**src/rtl/clock_mode_map.vh**
```
// constants for the system clock and power-mode controller
// assumes inclusion by bare name from the rtl files
`ifndef CLOCK_MODE_MAP_VH
`define CLOCK_MODE_MAP_VH

// ----------------------------------------
// register byte offsets
// ----------------------------------------
`define MODE_REG_OFFSET     8'h00
`define CTRL_REG_OFFSET     8'h04

// ----------------------------------------
// system_clock_mode fields
// ----------------------------------------
`define MODE_HIGH_SEL_BIT   0
`define MODE_IDLE_HALT_BIT  1
`define MODE_HIGH_RDY_BIT   2
`define MODE_LOW_RDY_BIT    3
`define MODE_FAST_WAKE_BIT  4
`define MODE_DIV_LSB        5
`define MODE_DIV_MSB        7
`define MODE_RESET          8'h03

// ----------------------------------------
// clock_idle_and_reset_flags fields
// ----------------------------------------
`define CTRL_IDLE_KEEP_BIT  7
`define CTRL_RESET          8'h00

// ----------------------------------------
// divider select codes
// ----------------------------------------
`define DIV_SUB_A           3'h0
`define DIV_SUB_B           3'h1
`define DIV_NONE            3'h0

// ----------------------------------------
// oscillator settle counts, in oscillator cycles
// ----------------------------------------
`define HIGH_XTAL_SETTLE    11'h0400
`define HIGH_RC_SETTLE      11'h000F
`define LOW_XTAL_SETTLE     11'h0400
`define LOW_RC_SETTLE       11'h0001

`endif

```
**src/rtl/system_clock_mode_control.v**
```verilog
// system clock select and power-mode controller with an AHB-Lite slave
// assumes the core gives a one-cycle halt pulse on this clock; oscillator
// ticks and the wake request arrive from outside and are synchronised here
//
// Implementation choices: the register offsets and the AHB-Lite slave port.
`include "clock_mode_map.vh"

module system_clock_mode_control #(
	parameter CNT_WIDTH = 11
) (
	input  wire        clock,
	input  wire        rstn,
	input  wire        clockEn,
	// AHB-Lite slave
	input  wire        hsel,
	input  wire [7:0]  haddr,
	input  wire [1:0]  htrans,
	input  wire        hwrite,
	input  wire [2:0]  hsize,
	input  wire [31:0] hwdata,
	input  wire        hready,
	output wire [31:0] hrdata,
	output wire        hreadyout,
	output wire        hresp,
	// core and configuration
	input  wire        haltReq,
	input  wire        wakeReq,
	input  wire        highIsCrystal,
	input  wire        lowIsCrystal,
	input  wire        wdogEnable,
	input  wire        lowVoltageDetectEnable,
	input  wire        displayDriverEnable,
	// oscillators
	input  wire        highOscTick,
	input  wire        lowOscTick,
	output wire        highOscEnable,
	output wire        lowOscEnable,
	// clock tree control
	output wire        cpuRun,
	output wire        sysClkRun,
	output wire        sysUseHigh,
	output wire [2:0]  sysClkDiv,
	output wire [5:0]  powerMode
);

	// ----------------------------------------
	// mode states
	// ----------------------------------------
	localparam [5:0] ST_RUN       = 6'b00_0001;
	localparam [5:0] ST_DEEP      = 6'b00_0010;
	localparam [5:0] ST_SLEEP_SUB = 6'b00_0100;
	localparam [5:0] ST_IDLE_OFF  = 6'b00_1000;
	localparam [5:0] ST_IDLE_ON   = 6'b01_0000;
	localparam [5:0] ST_WAKE      = 6'b10_0000;

	reg  [5:0]  state_q;
	reg  [2:0]  divSel_q;
	reg         fastWake_q;
	reg         idleOnHalt_q;
	reg         highSel_q;
	reg         idleClockKeep_q;
	reg         fastActive_q;
	reg         wakeFromSub_q;
	reg         curHigh_q;
	reg  [2:0]  curDiv_q;
	reg         gate_q;
	reg         addrValid_q;
	reg         addrWrite_q;
	reg  [7:0]  addr_q;
	reg  [31:0] rdata_q;

	reg  [2:0]  wakeSync_q;
	reg  [2:0]  highSync_q;
	reg  [2:0]  lowSync_q;

	wire        highReady;
	wire        lowReady;
	wire [7:0]  modeRead;
	wire [7:0]  modeReset;
	wire [7:0]  ctrlRead;
	wire        wantHigh;
	wire [2:0]  wantDiv;
	wire        targetReady;
	wire        switchNeeded;
	wire        highTick;
	wire        lowTick;
	wire        wakeSeen;
	wire        fastAllowed;

	// ----------------------------------------
	// input synchronisers
	// ----------------------------------------
	// third stage only feeds the edge detectors, never the first stage
	always @(posedge clock) begin
		if (!rstn) begin
			wakeSync_q <= 3'h0;
			highSync_q <= 3'h0;
			lowSync_q  <= 3'h0;
		end else if (clockEn) begin
			wakeSync_q <= {wakeSync_q[1:0], wakeReq};
			highSync_q <= {highSync_q[1:0], highOscTick};
			lowSync_q  <= {lowSync_q[1:0], lowOscTick};
		end
	end

	assign highTick = highSync_q[1] & ~highSync_q[2];
	assign lowTick  = lowSync_q[1] & ~lowSync_q[2];
	assign wakeSeen = wakeSync_q[1];

	// ----------------------------------------
	// oscillator control and ready flags
	// ----------------------------------------
	// slow mode runs the sub clock with high off; fast wake runs it while high settles
	assign highOscEnable = (state_q == ST_RUN) ?
		(wantHigh | curHigh_q | ~fastActive_q & wantHigh) :
		(state_q == ST_IDLE_ON) ? curHigh_q :
		(state_q == ST_WAKE) ? 1'b1 : 1'b0;
	assign lowOscEnable = (state_q != ST_DEEP);

	osc_ready_counter #(
		.WIDTH (CNT_WIDTH)
	) highCounter (
		.clock       (clock),
		.rstn        (rstn),
		.clockEn     (clockEn),
		.oscOn       (highOscEnable),
		.tick        (highTick),
		.settleCount (highIsCrystal ? `HIGH_XTAL_SETTLE :
			`HIGH_RC_SETTLE),
		.ready       (highReady)
	);

	osc_ready_counter #(
		.WIDTH (CNT_WIDTH)
	) lowCounter (
		.clock       (clock),
		.rstn        (rstn),
		.clockEn     (clockEn),
		.oscOn       (lowOscEnable),
		.tick        (lowTick),
		.settleCount (lowIsCrystal ? `LOW_XTAL_SETTLE :
			`LOW_RC_SETTLE),
		.ready       (lowReady)
	);

	// ----------------------------------------
	// clock source selection
	// ----------------------------------------
	assign wantHigh = highSel_q |
		(divSel_q != `DIV_SUB_A && divSel_q != `DIV_SUB_B);
	// the sub clock has no divider, so its code shows as undivided
	assign wantDiv = (highSel_q | ~wantHigh) ? `DIV_NONE : divSel_q;
	assign targetReady = wantHigh ? highReady : lowReady;
	assign switchNeeded = ~fastActive_q &
		(wantHigh != curHigh_q || (wantHigh && wantDiv != curDiv_q));

	// crystal only, and only if the sub clock stayed alive in power-down
	assign fastAllowed = fastWake_q & highIsCrystal & wakeFromSub_q &
		lowReady;

	// ----------------------------------------
	// power-mode sequencer
	// ----------------------------------------
	always @(posedge clock) begin
		if (!rstn) begin
			state_q       <= ST_WAKE;
			fastActive_q  <= 1'b0;
			wakeFromSub_q <= 1'b0;
			curHigh_q     <= 1'b1;
			curDiv_q      <= `DIV_NONE;
			gate_q        <= 1'b0;
		end else if (clockEn) begin
			case (state_q)
			ST_RUN: begin
				if (haltReq) begin
					// idle with clock keep leaves the gate as it stands
					gate_q <= idleOnHalt_q & idleClockKeep_q & gate_q;
					if (idleOnHalt_q)
						state_q <= idleClockKeep_q ? ST_IDLE_ON :
							ST_IDLE_OFF;
					else if (wdogEnable | lowVoltageDetectEnable |
						displayDriverEnable)
						state_q <= ST_SLEEP_SUB;
					else
						state_q <= ST_DEEP;
				end else if (fastActive_q) begin
					// hand over to the crystal once it has settled
					// gate closes a cycle before the mux moves to the crystal
					if (highReady) begin
						gate_q <= 1'b0;
						if (!gate_q) begin
							fastActive_q <= 1'b0;
							curHigh_q    <= 1'b1;
							curDiv_q     <= `DIV_NONE;
						end
					end
				end else if (switchNeeded) begin
					// break the clock for at least a cycle, then move the mux once the target source is ready
					gate_q <= 1'b0;
					if (!gate_q && targetReady) begin
						curHigh_q <= wantHigh;
						curDiv_q  <= wantDiv;
					end
				end else begin
					gate_q <= 1'b1;
				end
			end
			ST_DEEP, ST_SLEEP_SUB, ST_IDLE_OFF: begin
				if (wakeSeen) begin
					state_q       <= ST_WAKE;
					wakeFromSub_q <= (state_q != ST_DEEP);
				end
			end
			ST_IDLE_ON: begin
				// current source is still on, so peripherals keep a clock
				gate_q <= 1'b1;
				if (wakeSeen)
					state_q <= ST_RUN;
			end
			ST_WAKE: begin
				if (fastAllowed && curHigh_q) begin
					// run from the sub clock while the crystal settles
					state_q      <= ST_RUN;
					fastActive_q <= 1'b1;
					curHigh_q    <= 1'b0;
					gate_q       <= 1'b1;
					wakeFromSub_q <= 1'b0;
				end else if (curHigh_q ? highReady : lowReady) begin
					state_q       <= ST_RUN;
					gate_q        <= 1'b1;
					wakeFromSub_q <= 1'b0;
				end
			end
			default: begin
				state_q <= ST_WAKE;
			end
			endcase
		end
	end

	assign cpuRun     = (state_q == ST_RUN);
	assign sysClkRun  = gate_q &
		(state_q == ST_RUN || state_q == ST_IDLE_ON);
	assign sysUseHigh = curHigh_q;
	assign sysClkDiv  = curDiv_q;
	assign powerMode  = state_q;

	// ----------------------------------------
	// AHB-Lite register slave
	// ----------------------------------------
	// zero wait states, but a frozen block holds the bus off
	assign hreadyout = clockEn;
	assign hresp     = 1'b0;
	assign hrdata    = rdata_q;
	assign modeReset = `MODE_RESET;

	assign modeRead = {divSel_q, fastWake_q, lowReady, highReady,
		idleOnHalt_q, highSel_q};
	// reset-cause flags live elsewhere and read as zero here
	assign ctrlRead = {idleClockKeep_q, 7'h00};

	always @(posedge clock) begin
		if (!rstn) begin
			addrValid_q     <= 1'b0;
			addrWrite_q     <= 1'b0;
			addr_q          <= 8'h00;
			rdata_q         <= 32'h0000_0000;
			divSel_q        <= modeReset[`MODE_DIV_MSB:`MODE_DIV_LSB];
			fastWake_q      <= modeReset[`MODE_FAST_WAKE_BIT];
			idleOnHalt_q    <= modeReset[`MODE_IDLE_HALT_BIT];
			highSel_q       <= modeReset[`MODE_HIGH_SEL_BIT];
			idleClockKeep_q <= 1'b0;
		end else if (clockEn) begin
			addrValid_q <= hsel & htrans[1] & hready;
			addrWrite_q <= hwrite;
			addr_q      <= haddr;
			rdata_q     <= 32'h0000_0000;
			if (hsel && htrans[1] && hready && !hwrite) begin
				if (haddr == `MODE_REG_OFFSET)
					rdata_q <= {24'h00_0000, modeRead};
				else if (haddr == `CTRL_REG_OFFSET)
					rdata_q <= {24'h00_0000, ctrlRead};
			end
			if (addrValid_q && addrWrite_q) begin
				if (addr_q == `MODE_REG_OFFSET) begin
					divSel_q     <= hwdata[`MODE_DIV_MSB:`MODE_DIV_LSB];
					fastWake_q   <= hwdata[`MODE_FAST_WAKE_BIT];
					idleOnHalt_q <= hwdata[`MODE_IDLE_HALT_BIT];
					highSel_q    <= hwdata[`MODE_HIGH_SEL_BIT];
				end else if (addr_q == `CTRL_REG_OFFSET) begin
					idleClockKeep_q <= hwdata[`CTRL_IDLE_KEEP_BIT];
				end
			end
		end
	end

endmodule

```
**src/rtl/osc_ready_counter.v**
```verilog
// settle counter that raises a ready flag after a number of oscillator ticks
// assumes tick is a one-cycle pulse already in the clock domain
module osc_ready_counter #(
	parameter WIDTH = 11
) (
	input  wire             clock,
	input  wire             rstn,
	input  wire             clockEn,
	input  wire             oscOn,
	input  wire             tick,
	input  wire [WIDTH-1:0] settleCount,
	output wire             ready
);

	reg [WIDTH-1:0] count_q;
	reg             ready_q;

	assign ready = ready_q;

	// restart from zero whenever the oscillator is off
	always @(posedge clock) begin
		if (!rstn) begin
			count_q <= {WIDTH{1'b0}};
			ready_q <= 1'b0;
		end else if (clockEn) begin
			if (!oscOn) begin
				count_q <= {WIDTH{1'b0}};
				ready_q <= 1'b0;
			end else if (tick && !ready_q) begin
				if (count_q + 1'b1 >= settleCount)
					ready_q <= 1'b1;
				count_q <= count_q + 1'b1;
			end
		end
	end

endmodule

```
**config.mk**
```make
export PLATFORM = sky130hd
export DESIGN_NAME = system_clock_mode_control
export DESIGN_NICKNAME = d
export VERILOG_FILES = /design/src/rtl/system_clock_mode_control.v /design/src/rtl/osc_ready_counter.v
export VERILOG_INCLUDE_DIRS = /design/src /design/src/rtl
export SDC_FILE = /design/constraint.sdc
export NUM_CORES = 1
export LEC_CHECK = 0
export BUFFER_PORTS_ARGS = -buffer_cell sky130_fd_sc_hd__buf_4
export CAP_MARGIN = 20
export CORE_ASPECT_RATIO = 2
export CORE_MARGIN = 4
export CORE_UTILIZATION = 30
export DETAILED_ROUTE_END_ITERATION = 8
export HOLD_SLACK_MARGIN = 0.03
export PLACE_DENSITY = 0.47
export SETUP_SLACK_MARGIN = 0.02
export SLEW_MARGIN = 0
export SYNTH_ARGS = -nofsm -noshare
export SYNTH_HDL_FRONTEND = slang
export SYNTH_SLANG_ARGS = --single-unit
export TNS_END_PERCENT = 1
```
**constraint.sdc**
```tcl
create_clock -name clock -period 3.4 [get_ports clock]
set_input_delay 0.17 -clock clock [delete_from_list [all_inputs] [get_ports clock]]
set_output_delay 0.17 -clock clock [all_outputs]
set_load 0.05 [all_outputs]
```
# Word level (Yosys, flattened, before mapping)
# Cells that the tools add are included.
# op_classes
n_reduce_logical	37
eq_ne	29
addsub	2
muxes	60
order_cmp	2
n_bitwise	24
# ops
cell	n
11-bit two-way mux	6
1-bit two-way mux	32
6-bit two-way mux	5
8-bit two-way mux	3
6-bit case mux with 4 select lines	1
11-bit by 1-bit adder with 11-bit output, second input constant	2
11-bit >= comparator	2
3-bit two-way mux	7
2-bit inequality test, second input constant	9
8-bit by 3-bit equality test with 1-bit output, second input constant	2
8-bit logical NOT	2
4-bit AND reduction	4
1-bit AND	12
3-bit by 1-bit inequality test with 1-bit output, second input constant	4
1-bit logical AND	10
5-bit two-way mux	2
3-bit AND reduction	3
8-bit AND reduction	1
2-bit nonzero test	4
7-bit AND reduction	1
6-bit by 1-bit equality test with 1-bit output, second input constant	1
6-bit by 2-bit equality test with 1-bit output, second input constant	1
6-bit by 3-bit equality test with 1-bit output, second input constant	1
6-bit by 4-bit equality test with 1-bit output, second input constant	1
other kinds (19)	38
# word_totals
wordCells	176
output_inout_bits	48
in_bits	60
register_bits	94

# Logic depth before layout (Yosys ltp)
# logic_depth
word_depth	14
ltp_mapped	10

# Hierarchy
# Synthesis repeated with hierarchy kept, for this count alone.
# unflattened
cells_unflattened	529
area_unflattened_um2	4535.6
# by_module_without_submodules
mod	seq_area_each_um2	n_inst	cells_each	area_per_inst_um2
system_clock_mode_control	920.9	1	287	2581.2
osc_ready_counter (highCounter)	240.2	1	124	988.4
osc_ready_counter (lowCounter)	240.2	1	118	965.9

# Worst setup path before layout
# Ideal clock, no wire load.
# synth_timing
path_type	register to register
startpoint	register lowCounter.count_q[0]
endpoint	register lowCounter.ready_q (netlist: lowCounter.ready)
n_path_buf	0
setup_slack_ps	952
stages_incl_launch_ff	9
setup_time_ps	130
period_less_slack_ps	2448
t_arrival_ps	2318
t_required_ps	3270
cell_sequence	dfxtp_1 > ha_1 > nand4_1 > nor3_1 > xor2_1 > ha_1 > or4b_2 > a2111oi_0 > a21oi_1
# synth_via
elab_chain_len	4
# synth_rtl
item	line	source
start, declared	osc_ready_counter.v:15	reg [WIDTH-1:0] count_q;
start signal, assigned	osc_ready_counter.v:23	count_q <= {WIDTH{1'b0}};
start signal, assigned	osc_ready_counter.v:27	count_q <= {WIDTH{1'b0}};
start signal, assigned	osc_ready_counter.v:32	count_q <= count_q + 1'b1;
11-bit by 1-bit adder with 11-bit output	osc_ready_counter.v:30	if (count_q + 1'b1 >= settleCount)
11-bit >= comparator	osc_ready_counter.v:30	
2-bit inequality test (no source line)	n/a	
3-bit AND reduction (no source line)	n/a	
end signal, assigned	osc_ready_counter.v:24	ready_q <= 1'b0;
end signal, assigned	osc_ready_counter.v:28	ready_q <= 1'b0;
end signal, assigned	osc_ready_counter.v:31	ready_q <= 1'b1;
end, declared	osc_ready_counter.v:16	reg ready_q;
# No other way between the ends.
# A chain may end at the register's enable or synchronous reset.

# Worst setup path in the final report
# Ends and elaborated chain as after synthesis.

==> run_results.csv <==
group,metric,value,unit
critical_path,cp_slowest_cell,"or4b_2",
cts,worstSkewPairLatency,0.34,ns
critical_path,path_class,"reg -> reg",
route,wl_per_cell,15.98,um
placed_design,dp_worst_setup_slack,0.6464,ns
route,num_vias,3670,
synthesis,seq_area_frac_synth,33.47,%
route,drtAntennaViolNets,0,
timing,finalSetupTns,0,ns
global_route,grt_overflow,0,
synthesis,synth_flop_cell,"dfxtp_1",
placed_design,dp_cells,715,
cts,postCtsHoldBufs,0,
power,leakagePower,0.001982,uW
cts,htreeDepth,3,
critical_path,start_kind,"flop",
flow_run,max_cap_viol_count,0,
cts,cts_inserted_buffers,9,
floorplanning,core_area,13590,sq um
synthesis,synth_top_area_cell,"dfxtp_1",
synthesis,async_flop_share,0,%
global_route,grt_antenna_before_repair,0,
hold_path,hold_depth,3,
floorplanning,rows,60,
critical_path,crit_top_cell,"ha_1",
floorplanning,die_x,91.53,um
cells_and_area,final_nets,610,
synthesis,synthTopCellsByArea,"dfxtp_1 (33%), mux2i_1 (6.5%), nor2_1 (6.4%), buf_4 (4.7%), a21oi_1 (3.5%)",
critical_path,crit_path_max_incr_delay,0.62,ns
route,via_per_inst,5.021,
synthesis,synth_top_area_share,33.47,%
global_route,grt_first_pass_wirelength,18.76,mm
global_route,grt_pass1_vias,3699,
floorplanning,start_util,30.81,%
timing,period_needed,2.769,ns
cells_and_area,areaGrowthSynthToFinish,17.30,%
synthesis,synth_edf_count,0,
critical_path,reg2reg_slack,0.63,ns
timing,final_max_slew_viol_count,0,
critical_path,arrival,2.98,ns
critical_path,crit_fanout,8,
placed_design,place_hpwl,8.832,mm
synthesis,syn_avg_cell_area,8.356,sq um
synthesis,synth_common_cells,"nor2_1 (71), dfxtp_1 (70), a21oi_1 (29)",
synthesis,synth_cell_types,75,
floorplanning,die_h,175.1,um
cells_and_area,final_cells,731,
run_status,status,"complete, no violations",
route,dr.pass1.iters,4,
route,wirelength,11.68,mm
placed_design,gp_congestion,0.8116,
synthesis,syn_inst,501,
power,total_power,2056,uW
timing,setup_viol,0,
critical_path,crit_required,3.61,ns
cts,clk_pin_slew_worst_paths,0.06,ns
timing,worst_slack,0.6311,ns
power,power_density,418.7,nW/um^2
global_route,grt_max_degree,50,
cts,cts.repair.resized,0,
synthesis,synth_warnings,0,
timing,max_clock_freq,0.3612,GHz
floorplanning,die_area,16020,sq um
global_route,grtUsageTotal,14.91,%
timing,period_share,81.44,%
synthesis,synth_area,4187,sq um
timing,tightest_slew,0.7989,ns
cells_and_area,drive_gt1_share,17.43,%
placed_design,port_buffers,52,
critical_path,r2r_cells,8,
timing,fin_skew,0.007829,ns
synthesis,ys_ff_latch,70,
timing,rsz0062_at_grt,"no",
critical_path,cp_cell_sequence,"ha_1, nand4_1, nor3_1, xor2_1, ha_1, or4b_2, a2111oi_0, a21oi_1",
synthesis,synth.most_common_cell,"nor2_1",
power,vdd_drop_max,0.2351,mV
cts,cts_sinks,70,
cts,cts_tree,"yes",
cts,clock-root-buffer,"clkbuf_16",
cts,clk_path_buf_depth,2,
cts,cts_setup_buffers,0,
route,drc,0,
cells_and_area,antenna_cells,0,
route,drtIter0Drc,112,
hold_path,min_path_type,"in -> reg",
critical_path,end_kind,"flop",
timing,slew_headroom,46.67,%
floorplanning,io_pins,108,
timing,hold_viol,0,
==> logic make-up (layout without fill, tap and decap cells) <==
| kind of cell | count (synthesis) | after routing | synth area share, % |
|---|---|---|---|
| and+or+nand+nor | 188 | 188 | 23.97 |
| AOI/OAI and AO/OA | 112 | 112 | 19.01 |
| buffers and inverters | 72 | 92 | 9.623 |
| DFF | 70 | 70 | 33.47 |
| muxes | 27 | 27 | 6.455 |
| xor gates and xnor gates | 21 | 21 | 4.393 |
| adders and majority gates | 10 | 10 | 2.989 |
| other | 1 | 25 | 0.08957 |
==> layer usage <==
metal | GRT usage [%] | wire (um) | part of all wire [%]
met4 | 8.816 | 405 | 3.5
met3 | 2.240 | 408 | 3.5
met1 | 13.42 | 4119 | 35
met5 | 0 | 0 | 0
met2 | 29.98 | 6745 | 58
==> registers in the layout (all words and copies together), names as in the netlist, 2 cells and up <==
register and cells:
highSync_q 3, lowSync_q 3, hrdata 8, divSel_q 3
sysClkDiv 3, addr_q 8, lowCounter.count_q 11, highCounter.count_q 11
powerMode 6, wakeSync_q 2
==> layout by cell type (no fill, tap or decap), types with 4 or more instances in the layout <==
cell type	netlist	layout
a21oi_1	29	29
a22oi_1	9	9
and2_1	4	4
and3_1	4	4
buf_4	26	58
clkbuf_16	0	9
clkinv_4	0	4
conb_1	1	25
dfxtp_1	70	70
ha_1	10	10
inv_1	18	18
mux2i_1	27	27
nand2_1	14	14
nand2b_1	4	4
nand3_1	16	16
nand4_1	13	13
nor2_1	71	71
nor3_1	18	18
nor3b_1	4	4
o21ai_0	28	28
or2_2	4	4
or3_1	6	6
xnor2_1	10	10
xor2_1	11	11
==> final timing paths <==
path / start / end
worst max-delay path: lowCounter.count_q[0] / lowCounter.ready
worst min-delay path: hwdata[1] / idleOnHalt_q
worst max register to register: lowCounter.count_q[0] / lowCounter.ready
worst min register to register: hrdata[7] / hrdata[7]
==> where the power goes <==
part | total [uW] | leakage (uW) | switching (uW) | internal [uW]
clock | 943 | 0.000143 | 371 | 573
sequential | 862 | 0.000567 | 26.1 | 836
combinational | 251 | 0.00127 | 170 | 80.8
total | 2060 | 0.00198 | 567 | 1490
==> critical path: cells and delay by family (launching register included) <==
family,cells,cell delay (ns)
simple gates,3,1.06
compound gates,2,0.50
flops,1,0.45
xor+xnor,1,0.13
fa+ha+maj,2,0.51
==> per-stage QoR <==
stage	hold WS, ns	instance area (sq um)	utilization, %
6_report	0.06082	4911	36.14
5_1_grt	0.07376	4911	36.14
4_1_cts	0.04720	4911	36.14
3_5_place_dp	0.3983	4609	33.92
3_3_place_gp	0.3865	4602	33.87
2_1_floorplan	0.2985	4277	-
==> final cells by class <==
cell class,count,area [sq um]
clock buffer,10,229.0
clock inverter,6,72.57
fill,1416,8677
inverter,18,67.56
multi-input combinational,383,2472
sequential,70,1401
tap,186,232.7
timing repair buffer,58,435.4
No activity file was read; power rests on OpenSTA's default activity.
